### config.mk
export PLATFORM = sky130hd
export DESIGN_NAME = sem_host
export DESIGN_NICKNAME = d
export VERILOG_FILES = /design/src/hdl/sem_host_pkg.sv /design/src/hdl/sem_access_if.sv /design/src/hdl/sem_access.sv /design/src/hdl/sem_host.sv
export SDC_FILE = /design/constraint.sdc
export NUM_CORES = 1
export LEC_CHECK = 0
export BUFFER_PORTS_ARGS = -buffer_cell sky130_fd_sc_hd__buf_2
export CORE_ASPECT_RATIO = 2
export CORE_MARGIN = 1
export CORE_UTILIZATION = 25
export DETAILED_ROUTE_END_ITERATION = 10
export PLACE_DENSITY_LB_ADDON = 0.12
export REMOVE_ABC_BUFFERS = 1
export SYNTH_ARGS = -nofsm -noshare
export SYNTH_HDL_FRONTEND = slang
export SYNTH_SLANG_ARGS = --single-unit
### constraint.sdc
create_clock -name CLK -period 2.8 [get_ports CLK]
set_input_delay 0.28 -clock CLK [delete_from_list [all_inputs] [get_ports CLK]]
set_output_delay 0.28 -clock CLK [all_outputs]
set_load 0.02 [all_outputs]
### src/hdl/sem_host_pkg.sv
// Constants and types for the host that drives one port of a semaphore bank.
// Assumes a single 125 MHz clock and pins sampled synchronously to it.
package sem_host_pkg;
    localparam int DATA_W = 8;
    localparam int SEM_COUNT = 8;
    localparam int IDX_W = 3;
    localparam int CLK_PERIOD_NS = 8;
    localparam int ACCESS_NS = 20;
    localparam int RECOVER_NS = 10;
    // Least times round up, never below one cycle
    localparam int ACCESS_RAW = (ACCESS_NS + CLK_PERIOD_NS - 1) / CLK_PERIOD_NS;
    localparam int RECOVER_RAW = (RECOVER_NS + CLK_PERIOD_NS - 1) / CLK_PERIOD_NS;
    localparam int ACCESS_CYC = (ACCESS_RAW < 1) ? 1 : ACCESS_RAW;
    localparam int RECOVER_CYC = (RECOVER_RAW < 1) ? 1 : RECOVER_RAW;
    localparam int CNT_W = 4;
    localparam logic [IDX_W-1:0] IDX_FIRST = 3'h0;
    localparam logic [IDX_W-1:0] IDX_LAST = 3'h7;
    localparam logic SEM_FREE = 1'h1;
    localparam logic SEM_REQ = 1'h0;
    typedef enum logic [1:0] {
        OP_INIT = 2'h0,
        OP_CLAIM = 2'h1,
        OP_POLL = 2'h2,
        OP_RELEASE = 2'h3
    } op_t;
endpackage

### src/hdl/sem_access_if.sv
// Request and answer between the command sequencer and the pin cycle engine.
// Assumes both ends share one clock; start is a one-cycle pulse.
`timescale 1ns/10ps
`default_nettype none
interface sem_access_if;
    logic start;
    logic is_write;
    logic [sem_host_pkg::IDX_W-1:0] index;
    logic wbit;
    logic done;
    logic rbit;
    modport ctrl (output start, output is_write, output index, output wbit,
                  input done, input rbit);
    modport seq (input start, input is_write, input index, input wbit,
                 output done, output rbit);
endinterface
`default_nettype wire

### src/hdl/sem_access.sv
// One semaphore read or write on the device pins, with a recovery gap after it.
// Assumes data_in is synchronous to clk and settles within the access time.
`timescale 1ns/10ps
`default_nettype none
module sem_access #(
    parameter int DW = sem_host_pkg::DATA_W,
    parameter int ACC_CYC = sem_host_pkg::ACCESS_CYC,
    parameter int REC_CYC = sem_host_pkg::RECOVER_CYC
) (
    input wire logic clk,
    input wire logic rst,
    sem_access_if.seq acc,
    input wire logic [DW-1:0] data_in,
    output logic sem_n,
    output logic ce_n,
    output logic oe_n,
    output logic rw_n,
    output logic [sem_host_pkg::IDX_W-1:0] index,
    output logic [DW-1:0] data_out,
    output logic data_oe
);
    typedef enum {AC_IDLE, AC_ACTIVE, AC_RECOVER} acc_state_t;
    acc_state_t state_r;
    logic [sem_host_pkg::CNT_W-1:0] cnt_r;
    logic sem_n_r, oe_n_r, rw_n_r, data_oe_r, done_r, rbit_r;
    logic [sem_host_pkg::IDX_W-1:0] index_r;
    logic [DW-1:0] data_out_r;

    assign sem_n = sem_n_r;
    assign ce_n = 1'h1;
    assign oe_n = oe_n_r;
    assign rw_n = rw_n_r;
    assign index = index_r;
    assign data_out = data_out_r;
    assign data_oe = data_oe_r;
    assign acc.done = done_r;
    assign acc.rbit = rbit_r;

    always_ff @(posedge clk) begin
        if (rst) begin
            state_r <= AC_IDLE;
            cnt_r <= '0;
            sem_n_r <= 1'h1;
            oe_n_r <= 1'h1;
            rw_n_r <= 1'h1;
            index_r <= sem_host_pkg::IDX_FIRST;
            data_out_r <= '0;
            data_oe_r <= 1'h0;
            done_r <= 1'h0;
            rbit_r <= 1'h0;
        end else begin
            done_r <= 1'h0;
            unique case (state_r)
                AC_IDLE: begin
                    if (acc.start) begin
                        sem_n_r <= 1'h0;
                        rw_n_r <= !acc.is_write;
                        oe_n_r <= acc.is_write;
                        index_r <= acc.index;
                        // Bit zero carries the value; copies on the rest are harmless
                        data_out_r <= {DW{acc.wbit}};
                        data_oe_r <= acc.is_write;
                        cnt_r <= sem_host_pkg::CNT_W'(ACC_CYC - 1);
                        state_r <= AC_ACTIVE;
                    end
                end
                AC_ACTIVE: begin
                    if (cnt_r == '0) begin
                        if (rw_n_r) begin
                            rbit_r <= data_in[0];
                        end
                        // Both strobes drop so the next read latches afresh
                        sem_n_r <= 1'h1;
                        oe_n_r <= 1'h1;
                        rw_n_r <= 1'h1;
                        cnt_r <= sem_host_pkg::CNT_W'(REC_CYC - 1);
                        state_r <= AC_RECOVER;
                    end else begin
                        cnt_r <= cnt_r - sem_host_pkg::CNT_W'(1'h1);
                    end
                end
                AC_RECOVER: begin
                    // Data held one cycle past the write strobe for hold time
                    data_oe_r <= 1'h0;
                    if (cnt_r == '0) begin
                        done_r <= 1'h1;
                        state_r <= AC_IDLE;
                    end else begin
                        cnt_r <= cnt_r - sem_host_pkg::CNT_W'(1'h1);
                    end
                end
            endcase
        end
    end

    property p_ce_high;
        @(posedge clk) disable iff (rst) !sem_n_r |-> ce_n;
    endproperty
    a_ce_high: assert property (p_ce_high) else $error("chip enable low in semaphore access");

    property p_sem_gap;
        @(posedge clk) disable iff (rst) $rose(sem_n_r) |-> sem_n_r [*2];
    endproperty
    a_sem_gap: assert property (p_sem_gap) else $error("select reasserted too soon");

    property p_strobe_in_sem;
        @(posedge clk) disable iff (rst) (!rw_n_r || !oe_n_r) |-> !sem_n_r && (rw_n_r != oe_n_r);
    endproperty
    a_strobe_in_sem: assert property (p_strobe_in_sem) else $error("strobe outside select");

    property p_write_value;
        @(posedge clk) disable iff (rst)
            !rw_n_r |-> data_oe_r && (data_out_r == {DW{data_out_r[0]}});
    endproperty
    a_write_value: assert property (p_write_value) else $error("write data not driven");
endmodule
`default_nettype wire

### src/hdl/sem_host.sv
// Host controller for one port of a dual-port semaphore bank.
// Assumes the far device follows its own arbitration; pins are synchronous to CLK.
`timescale 1ns/10ps
`default_nettype none
module sem_host #(
    parameter int DW = sem_host_pkg::DATA_W,
    parameter int ACC_CYC = sem_host_pkg::ACCESS_CYC,
    parameter int REC_CYC = sem_host_pkg::RECOVER_CYC
) (
    input wire logic CLK,
    input wire logic SYS_RST,
    input wire logic CMD_VALID,
    input wire logic [1:0] CMD_OP,
    input wire logic [sem_host_pkg::IDX_W-1:0] CMD_INDEX,
    output logic CMD_READY,
    output logic RESULT_VALID,
    output logic RESULT_GRANTED,
    output logic RESULT_REFUSED,
    output logic INIT_DONE,
    output logic SEMAPHORE_SELECT_N,
    output logic CHIP_ENABLE_N,
    output logic OUTPUT_ENABLE_N,
    output logic READ_WRITE_N,
    output logic [sem_host_pkg::IDX_W-1:0] SEMAPHORE_INDEX,
    output logic [DW-1:0] DATA_OUT,
    output logic DATA_OE,
    input wire logic [DW-1:0] DATA_IN
);
    typedef enum {ST_IDLE, ST_START, ST_WAIT} host_state_t;
    host_state_t state_r;
    sem_host_pkg::op_t op_r, cmd_op;
    logic [sem_host_pkg::IDX_W-1:0] idx_r, pend_idx_r;
    logic step_r, start_r, is_write_r, wbit_r;
    logic cmd_ready_r, res_valid_r, res_granted_r, res_refused_r;
    logic init_done_r, pending_r, claim_wrote_r;
    logic take, legal, fin, granted_nxt;

    sem_access_if acc ();

    assign acc.start = start_r;
    assign acc.is_write = is_write_r;
    assign acc.index = idx_r;
    assign acc.wbit = wbit_r;
    assign CMD_READY = cmd_ready_r;
    assign RESULT_VALID = res_valid_r;
    assign RESULT_GRANTED = res_granted_r;
    assign RESULT_REFUSED = res_refused_r;
    assign INIT_DONE = init_done_r;

    sem_access #(.DW(DW), .ACC_CYC(ACC_CYC), .REC_CYC(REC_CYC)) u_access (
        .clk(CLK),
        .rst(SYS_RST),
        .acc(acc.seq),
        .data_in(DATA_IN),
        .sem_n(SEMAPHORE_SELECT_N),
        .ce_n(CHIP_ENABLE_N),
        .oe_n(OUTPUT_ENABLE_N),
        .rw_n(READ_WRITE_N),
        .index(SEMAPHORE_INDEX),
        .data_out(DATA_OUT),
        .data_oe(DATA_OE)
    );

    always_comb begin
        cmd_op = sem_host_pkg::op_t'(CMD_OP);
        take = CMD_VALID && cmd_ready_r;
        // Init always runs; other ops are refused until init, and with a failed claim open only poll or withdraw of its index
        legal = (cmd_op == sem_host_pkg::OP_INIT) || (init_done_r && (!pending_r ||
                (((cmd_op == sem_host_pkg::OP_POLL) || (cmd_op == sem_host_pkg::OP_RELEASE))
                && (CMD_INDEX == pend_idx_r))));
        fin = (state_r == ST_WAIT) && acc.done
            && !((op_r == sem_host_pkg::OP_INIT) && (idx_r != sem_host_pkg::IDX_LAST))
            && !((op_r == sem_host_pkg::OP_CLAIM) && !step_r);
        // Read back zero means this port holds the token
        granted_nxt = ((op_r == sem_host_pkg::OP_CLAIM) || (op_r == sem_host_pkg::OP_POLL))
            ? (acc.rbit == sem_host_pkg::SEM_REQ) : 1'h1;
    end

    always_ff @(posedge CLK) begin
        if (SYS_RST) begin
            state_r <= ST_IDLE;
            op_r <= sem_host_pkg::OP_INIT;
            idx_r <= sem_host_pkg::IDX_FIRST;
            step_r <= 1'h0;
            start_r <= 1'h0;
            is_write_r <= 1'h0;
            wbit_r <= sem_host_pkg::SEM_FREE;
            cmd_ready_r <= 1'h0;
        end else begin
            start_r <= 1'h0;
            unique case (state_r)
                ST_IDLE: begin
                    cmd_ready_r <= !take || !legal;
                    if (take && legal) begin
                        op_r <= cmd_op;
                        idx_r <= (cmd_op == sem_host_pkg::OP_INIT) ? sem_host_pkg::IDX_FIRST
                                                                  : CMD_INDEX;
                        step_r <= 1'h0;
                        state_r <= ST_START;
                    end
                end
                ST_START: begin
                    start_r <= 1'h1;
                    // Claim writes its zero before any read of the flag
                    is_write_r <= (op_r == sem_host_pkg::OP_INIT) ||
                                  (op_r == sem_host_pkg::OP_RELEASE) ||
                                  ((op_r == sem_host_pkg::OP_CLAIM) && !step_r);
                    wbit_r <= (op_r == sem_host_pkg::OP_CLAIM) ? sem_host_pkg::SEM_REQ
                                                               : sem_host_pkg::SEM_FREE;
                    state_r <= ST_WAIT;
                end
                ST_WAIT: begin
                    if (fin) begin
                        cmd_ready_r <= 1'h1;
                        state_r <= ST_IDLE;
                    end else if (acc.done) begin
                        if (op_r == sem_host_pkg::OP_INIT) begin
                            idx_r <= idx_r + sem_host_pkg::IDX_W'(1'h1);
                        end
                        step_r <= 1'h1;
                        state_r <= ST_START;
                    end
                end
            endcase
        end
    end

    always_ff @(posedge CLK) begin
        if (SYS_RST) begin
            res_valid_r <= 1'h0;
            res_granted_r <= 1'h0;
            res_refused_r <= 1'h0;
        end else begin
            res_valid_r <= fin || (take && !legal);
            res_refused_r <= take && !legal;
            res_granted_r <= fin && granted_nxt;
        end
    end

    always_ff @(posedge CLK) begin
        if (SYS_RST) begin
            init_done_r <= 1'h0;
            pending_r <= 1'h0;
            pend_idx_r <= sem_host_pkg::IDX_FIRST;
            claim_wrote_r <= 1'h0;
        end else begin
            if (fin && (op_r == sem_host_pkg::OP_INIT)) begin
                init_done_r <= 1'h1;
            end
            if (state_r == ST_IDLE) begin
                claim_wrote_r <= 1'h0;
            end else if (acc.done && (op_r == sem_host_pkg::OP_CLAIM) && !step_r) begin
                claim_wrote_r <= 1'h1;
            end
            // A failed claim leaves our request latch at zero on the device
            if (fin && (op_r == sem_host_pkg::OP_CLAIM) && !granted_nxt) begin
                pending_r <= 1'h1;
                pend_idx_r <= idx_r;
            end else if (fin && (op_r != sem_host_pkg::OP_CLAIM) && granted_nxt) begin
                pending_r <= 1'h0;
            end
        end
    end

    property p_read_after_write;
        @(posedge CLK) disable iff (SYS_RST)
            (start_r && !is_write_r && (op_r == sem_host_pkg::OP_CLAIM)) |-> claim_wrote_r;
    endproperty
    a_read_after_write: assert property (p_read_after_write) else $error("claim read before write");

    property p_stray_refused;
        @(posedge CLK) disable iff (SYS_RST)
            (take && pending_r && (cmd_op == sem_host_pkg::OP_CLAIM)) |=> res_refused_r && res_valid_r;
    endproperty
    a_stray_refused: assert property (p_stray_refused) else $error("claim taken while pending");

    property p_init_first;
        @(posedge CLK) disable iff (SYS_RST)
            start_r |-> init_done_r || (op_r == sem_host_pkg::OP_INIT);
    endproperty
    a_init_first: assert property (p_init_first) else $error("access before init");

    property p_release_clears;
        @(posedge CLK) disable iff (SYS_RST)
            (fin && (op_r == sem_host_pkg::OP_RELEASE)) |=> !pending_r && cmd_ready_r;
    endproperty
    a_release_clears: assert property (p_release_clears) else $error("withdraw left pending");

    property p_answer_bound;
        @(posedge CLK) disable iff (SYS_RST)
            (take && legal && (cmd_op != sem_host_pkg::OP_INIT)) |-> ##[4:40] res_valid_r;
    endproperty
    a_answer_bound: assert property (p_answer_bound) else $error("no answer in time");

    property p_refused_holds;
        @(posedge CLK) disable iff (SYS_RST)
            (take && !legal) |=> res_valid_r && res_refused_r && !res_granted_r && cmd_ready_r;
    endproperty
    a_refused_holds: assert property (p_refused_holds) else $error("refusal not reported");

    property p_claim_writes_zero;
        @(posedge CLK) disable iff (SYS_RST)
            (start_r && is_write_r && (op_r == sem_host_pkg::OP_CLAIM))
            |-> (wbit_r == sem_host_pkg::SEM_REQ);
    endproperty
    a_claim_writes_zero: assert property (p_claim_writes_zero) else $error("claim wrote one");

    property p_free_writes_one;
        @(posedge CLK) disable iff (SYS_RST)
            (start_r && ((op_r == sem_host_pkg::OP_INIT) || (op_r == sem_host_pkg::OP_RELEASE)))
            |-> is_write_r && (wbit_r == sem_host_pkg::SEM_FREE);
    endproperty
    a_free_writes_one: assert property (p_free_writes_one) else $error("free wrote zero");

    // A stuck request latch on the device would hang the far side
    property p_pending_marked;
        @(posedge CLK) disable iff (SYS_RST)
            (fin && (op_r == sem_host_pkg::OP_CLAIM) && !granted_nxt)
            |=> pending_r && (pend_idx_r == $past(idx_r));
    endproperty
    a_pending_marked: assert property (p_pending_marked) else $error("failed claim not marked");

    c_granted: cover property (@(posedge CLK) disable iff (SYS_RST)
        fin && (op_r == sem_host_pkg::OP_CLAIM) && granted_nxt);
    c_failed: cover property (@(posedge CLK) disable iff (SYS_RST)
        fin && (op_r == sem_host_pkg::OP_CLAIM) && !granted_nxt);
    c_poll_win: cover property (@(posedge CLK) disable iff (SYS_RST)
        fin && (op_r == sem_host_pkg::OP_POLL) && granted_nxt);
    c_init: cover property (@(posedge CLK) disable iff (SYS_RST) $rose(init_done_r));
endmodule
`default_nettype wire

==> results of run 1 <==
critical path: stages (launching register included):
cell and delay, ns:
dfxtp_1 0.59, nand3b_1 0.30, nor4_2 0.70, mux2i_1 0.26, nor2_1 0.05
layout make-up:
type | count | area (µm²)
Fill cell | 811 | 5080
Multi-Input combinational cell | 156 | 1030
Sequential cell | 36 | 721
Timing Repair Buffer | 30 | 155
Clock buffer | 6 | 129
Tap cell | 92 | 115
Inverter | 9 | 33.8
Clock inverter | 1 | 5.00
worst paths after layout:
path                                   startpoint                end  slack [ns]  cells past startpoint
worst max-delay path                   state_r[1]      pend_idx_r[2]        0.76                      4
worst min-delay path                   DATA_IN[0]  u_access.acc.rbit        0.24                      3
worst max register to register         state_r[1]      pend_idx_r[2]        0.76                      4
worst min register to register  u_access.index[1]  u_access.index[1]        0.45                      2
metal layers:
layer  vias to the layer above  wire length, µm
met5                         -                0
met3                         5              101
met1                       739             1700
met4                         0               97
li1                        793                -
met2                        25             2720
flip-flops by register name, indices dropped and copies added (netlist names), 2 cells and up:
| register | cells |
|---|---|
| u_access.cnt_r | 4 |
| acc.index | 3 |
| pend_idx_r | 3 |
| u_access.index | 3 |
| op_r | 2 |
| state_r | 2 |
| u_access.state_r | 2 |
synthesized netlist by cell type (2+ instances only):
| library cell | n | area (µm²) |
|---|---|---|
| o21ai_0 | 5 | 25.0 |
| nand2b_1 | 9 | 56.3 |
| nor3_1 | 4 | 20.0 |
| nand3b_1 | 7 | 52.6 |
| nor4_1 | 2 | 12.5 |
| mux2_4 | 3 | 45.0 |
| nor2_1 | 24 | 90.1 |
| xor2_1 | 3 | 26.3 |
| a311oi_1 | 2 | 17.5 |
| nand4_1 | 3 | 18.8 |
| clkbuf_1 | 11 | 41.3 |
| o31a_1 | 2 | 17.5 |
| dfxtp_1 | 36 | 721 |
| a21oi_1 | 19 | 95.1 |
| nor2b_1 | 7 | 43.8 |
| nand2_1 | 16 | 60.1 |
| nand3_1 | 7 | 35.0 |
| ha_1 | 9 | 113 |
| o21bai_1 | 2 | 15.0 |
| mux2i_1 | 6 | 60.1 |
| a21o_1 | 3 | 22.5 |
| or3_1 | 4 | 25.0 |
| inv_1 | 9 | 33.8 |
| buf_4 | 8 | 60.1 |
cell families after synthesis:
| group | share of synthesized area |
|---|---|
| xor gates and xnor gates | 0.0139 |
| muxes | 0.0555 |
| buffers and inverters | 0.0740 |
| DFF | 0.381 |
| AOI/OAI and AO/OA | 0.151 |
| and+or+nand+nor | 0.263 |
| adders and majority gates | 0.0595 |
| other | 0.00198 |
metrics by stage:
| step | total power, µW | util | cells | instance area, µm² |
|---|---|---|---|---|
| floorplan | 836 | - | 201 | 1790 |
| global placement | 958 | 0.283 | 323 | 2060 |
| detailed placement | 959 | 0.283 | 323 | 2060 |
| CTS | 1510 | 0.301 | 330 | 2190 |
| global route | 1570 | 0.301 | 330 | 2190 |
| finish | 1480 | 0.301 | 330 | 2190 |
power by group through the flow:
stage	Clock, µW	Combinational [µW]	Sequential [µW]
global route	575	420	574
detailed placement	0	377	582
finish	531	374	571
CTS	560	378	571
floorplan	0	242	594
global placement	0	377	582
==> metrics.cfg, run 1 <==
[outcome]
status=finished clean

[worst_setup_path]
critPathCaptureType=flip-flop
crit_fanout=11
critical_path_arrival_ns=2.18
cp-start-kind=flip-flop
critPathKind=flip-flop to flip-flop
required_ns=2.94

[min_path]
hold_path.class=primary input to flip-flop

[cts]
cts.repair.resized=0
tritoncts=built
cts.path.max_buffers=2
post_cts_buffers=0
hold_buffers=0
cts_buffers=5
h-tree-depth=2
clk_pin_slew_ns=0.05
cts.sinks=36
clk_latency_ns=0.28
cts-root-buf=clkbuf_16

[grt]
grt_pass1_wl_mm=7.85
track_usage=0.129
overflow=0
antenna_found_initial=0
use_met2=0.251
grtUsageMet1=0.125
top_usage_layer=met2
first_global_vias=1617
use_met3=0.0219
grt_max_degree=42

[logic_synthesis]
synth_ff_type=dfxtp_1
seq_area_frac_synth=0.381
yosys_warnings=0
synth-seq-cells=36
avgSynthCellArea_um2=8.57
synthCells=221
synth-async-reset-ratio=0
synth_edf_count=0
yosys.cell_types.count=44
syn_area_um2=1890

[routing]
vias_per_cell=4.73
drc_errors=0
detail-route-antenna-nets=0
drtPass1Iterations=2
routed_wl_mm=4.62
via_count=1562
wl_per_cell_um=14.0
drt_iter0_markers=43

[pwr]
p_sw_uw=470
p_per_area_nw_per_um2=673
power.leakage_uw=0.000855
irDropWorstVdd_uv=298
p_seq_frac=0.387
p_int_uw=1000
p_clk_frac=0.360
combPwrFrac=0.253
swShare=0.319

[placement]
dp_hpwl_mm=3.52
routabilityCongestion=0.825
port_buffers=28
place_ws_ns=0.788

[finish]
synthToLayoutAreaGrowth_pct=15.7
drive_above_1_share=0.189
diodes=0
final_cell_mix=dfxtp_1, buf_2, nor2_1, a21oi_1, nand2_1
layout.nets=263
final_common_cell=dfxtp_1

[sta]
slew_violations=0
period_needed_ns=2.04
clock_skew_ns=0.00746
tns_ns=0
rsz0062_at_grt=no
max_freq_ghz=0.489
fin_ws_ns=0.756
hold_viol_final=0
setup_viol_count_final=0
timing.hold.ws_ns=0.242
fin_crit_sh=0.730
slew_headroom=0.504
tightest_slew_ns=0.744

[die]
die-area_um2=7950
io_pins=37
die_h_um=125
initial_utilization=0.261
core_um2=7270
fp-row-count=44
die_w_um=63.5

[flow_run]
drv_cap=0

Note: power is estimated with default switching activity, not from simulation.
==> run 2, diff against run 1 <==
Settings changed: ABC_AREA from default to 1.
Clock period 2.8 ns to 1.7 ns, I/O delays scaled along.
==> run 2 against run 1 <==
  * Sequential share of layout area rose by 0.21 points
  * Synthesized cell count is 4.5% higher
  * Sequential power up 87%
  * Largest cell class unchanged
  * Combinational power grew to 2.7 times the previous value
  * Wire length is 8.7% lower
  * Critical endpoint is now CMD_READY
  * Register-to-register slack lost 0.64 ns
  * Highest routed layer unchanged
  * Sequential cell count unchanged
  * Clock skew decreased by 0.0054 ns
  * Power increased by 100%
  * First-iteration DRC count down 44%
  * Maximum frequency increased by 29%
  * Via count decreased by 0.32%
==> metrics.cfg, run 2 <==
[logic_synthesis]
synth_compound_area_frac=0.156
yosys.cell_types.count=30
yosys.area.top_type=dfxtp_1
synth_edf_count=0
synth_top_area_share=0.419
synth_xor_area_frac=0.0102
synth-async-reset-ratio=0
syn_area_um2=1720
synth_most_common_cell=nand2_1
synth_top_family_by_area=simple AND/OR/NAND/NOR gates
yosys_warnings=0
synth_ff_type=dfxtp_1
synth_commonest_cells=nand2_1, dfxtp_1, inv_1
synthCells=231
yosys-top-cells-area=dfxtp_1, nand2_1, inv_1
synth_simple_gate_area_frac=0.229
synthAdderAreaFrac=0.0655
seq_area_frac_synth=0.419
synthMuxAreaShare=0
synth-seq-cells=36
avgSynthCellArea_um2=7.45

[sta]
setup_viol_count_final=0
fin_crit_sh=0.933
slew_violations=0
tightest_slew_ns=0.506
hold_viol_final=0
max_freq_ghz=0.630
tns_ns=0
clock_skew_ns=0.00204
rsz0062_at_grt=yes
period_needed_ns=1.59
fin_ws_ns=0.114
slew_headroom=0.662

[cts]
cts.sinks=36
clk_pin_slew_ns=0.05
cts.path.max_buffers=2
cts_buffers=5
h-tree-depth=2
tritoncts=built
clk_latency_ns=0.28
cts-root-buf=clkbuf_16

[worst_setup_path]
crit_fanout=4
cp-start-kind=flip-flop
required_ns=1.86
critPathKind=flip-flop to flip-flop
critPathCaptureType=flip-flop
critical_path_arrival_ns=1.75

[routing]
drtPass1Iterations=4
wl_per_cell_um=11.8
drc_errors=0
via_count=1557
drt_iter0_markers=24
detail-route-antenna-nets=0
routed_wl_mm=4.22
vias_per_cell=4.35

[finish]
largest_reg_flops=4
drive_above_1_share=0.230
diodes=0
final_util=0.329
largest-register=u_access.cnt_r
synthToLayoutAreaGrowth_pct=26.5
final_cell_mix=nand2_1, dfxtp_1, inv_1, buf_2, nor2_1
final_common_cell=nand2_1
layout.nets=294

[die]
core_um2=6620
fp-row-count=42
die-area_um2=7240
initial_utilization=0.260
die_h_um=119
die_w_um=60.7
io_pins=37

[pwr]
p_clk_frac=0.305
combPwrFrac=0.340
irDropWorstVdd_uv=511
p_sw_uw=1080
power.leakage_uw=0.000990
p_seq_frac=0.355
swShare=0.360
p_int_uw=1930
p_per_area_nw_per_um2=1380
power_uw=3010

[grt]
track_usage=0.135
antenna_found_initial=0
grt_pass1_wl_mm=7.01
overflow=0
grt_max_degree=21
first_global_vias=1546

[outcome]
status=finished clean

[min_path]
hold_path.class=primary input to flip-flop

[placement]
routabilityCongestion=0.756
port_buffers=28
dp_hpwl_mm=3.33
place_ws_ns=0.0770

[flow_run]
drv_cap=0

[run 2: worst paths after layout]
| check | from | end | slack [ns] | cells past startpoint |
|---|---|---|---|---|
| max | op_r[1] | CMD_READY | 0.11 | 9 |
| min | DATA_IN[0] | u_access.acc.rbit | 0.16 | 3 |
| max reg2reg | op_r[1] | CMD_READY | 0.11 | 9 |
| min reg2reg | u_access.sem_n | u_access.sem_n | 0.46 | 2 |
[run 2: layout make-up]
cell class	instances	area, µm²
Sequential cell	36	721
Multi-Input combinational cell	149	820
Clock buffer	6	139
Inverter	35	133
Fill cell	763	4440
Clock inverter	2	10.0
Timing Repair Buffer	42	245
Tap cell	88	110
[run 2: metrics by stage]
step                hold slack [ns]  std cells  area, µm²
detailed placement            0.451        349       2000
floorplan                     0.239        220       1650
global placement              0.447        349       2000
CTS                           0.153        357       2150
finish                        0.160        358       2180
global route                  0.166        358       2180
[run 2: repair_timing]
item | in CTS | in global routing
hold buffers | 0 | 0
setup buffers | 0 | 1
endpoints found under the setup margin | 0 | 12
gates resized for setup | 0 | 8
[run 2: kinds of logic (layout without fill, tap and decap cells)]
| kind of cell | after synthesis | after routing |
|---|---|---|
| compound gates | 46 | 46 |
| xor+xnor | 2 | 2 |
| fa+ha+maj | 9 | 9 |
| buf+inv | 46 | 85 |
| flops | 36 | 36 |
| other cells | 1 | 1 |
| simple gates | 91 | 91 |
[run 2: layer usage]
layer	share of wire	GRT usage	vias to the layer above
li1	-	-	814
met1	0.36	0.122	710
met2	0.58	0.250	25
met3	0.022	0.0304	8
met4	0.036	0.0852	0
met5	0	0	-
[run 2: worst max-delay path: stages (launching register included)]
cell      delay, ns
dfxtp_1        0.29
inv_1          0.06
ha_1           0.16
inv_1          0.05
or2_0          0.23
o21ai_2        0.10
nor2_4         0.06
buf_4          0.15
o311ai_0       0.29
inv_1          0.07
[run 2: power by group through the flow]
stage,clock (µW),sequential (µW),combinational [µW]
4_1_cts,951,1070,994
3_5_place_dp,0,1090,989
3_3_place_gp,0,1090,988
5_1_grt,981,1090,1170
6_report,916,1070,1020
2_1_floorplan,0,1170,592
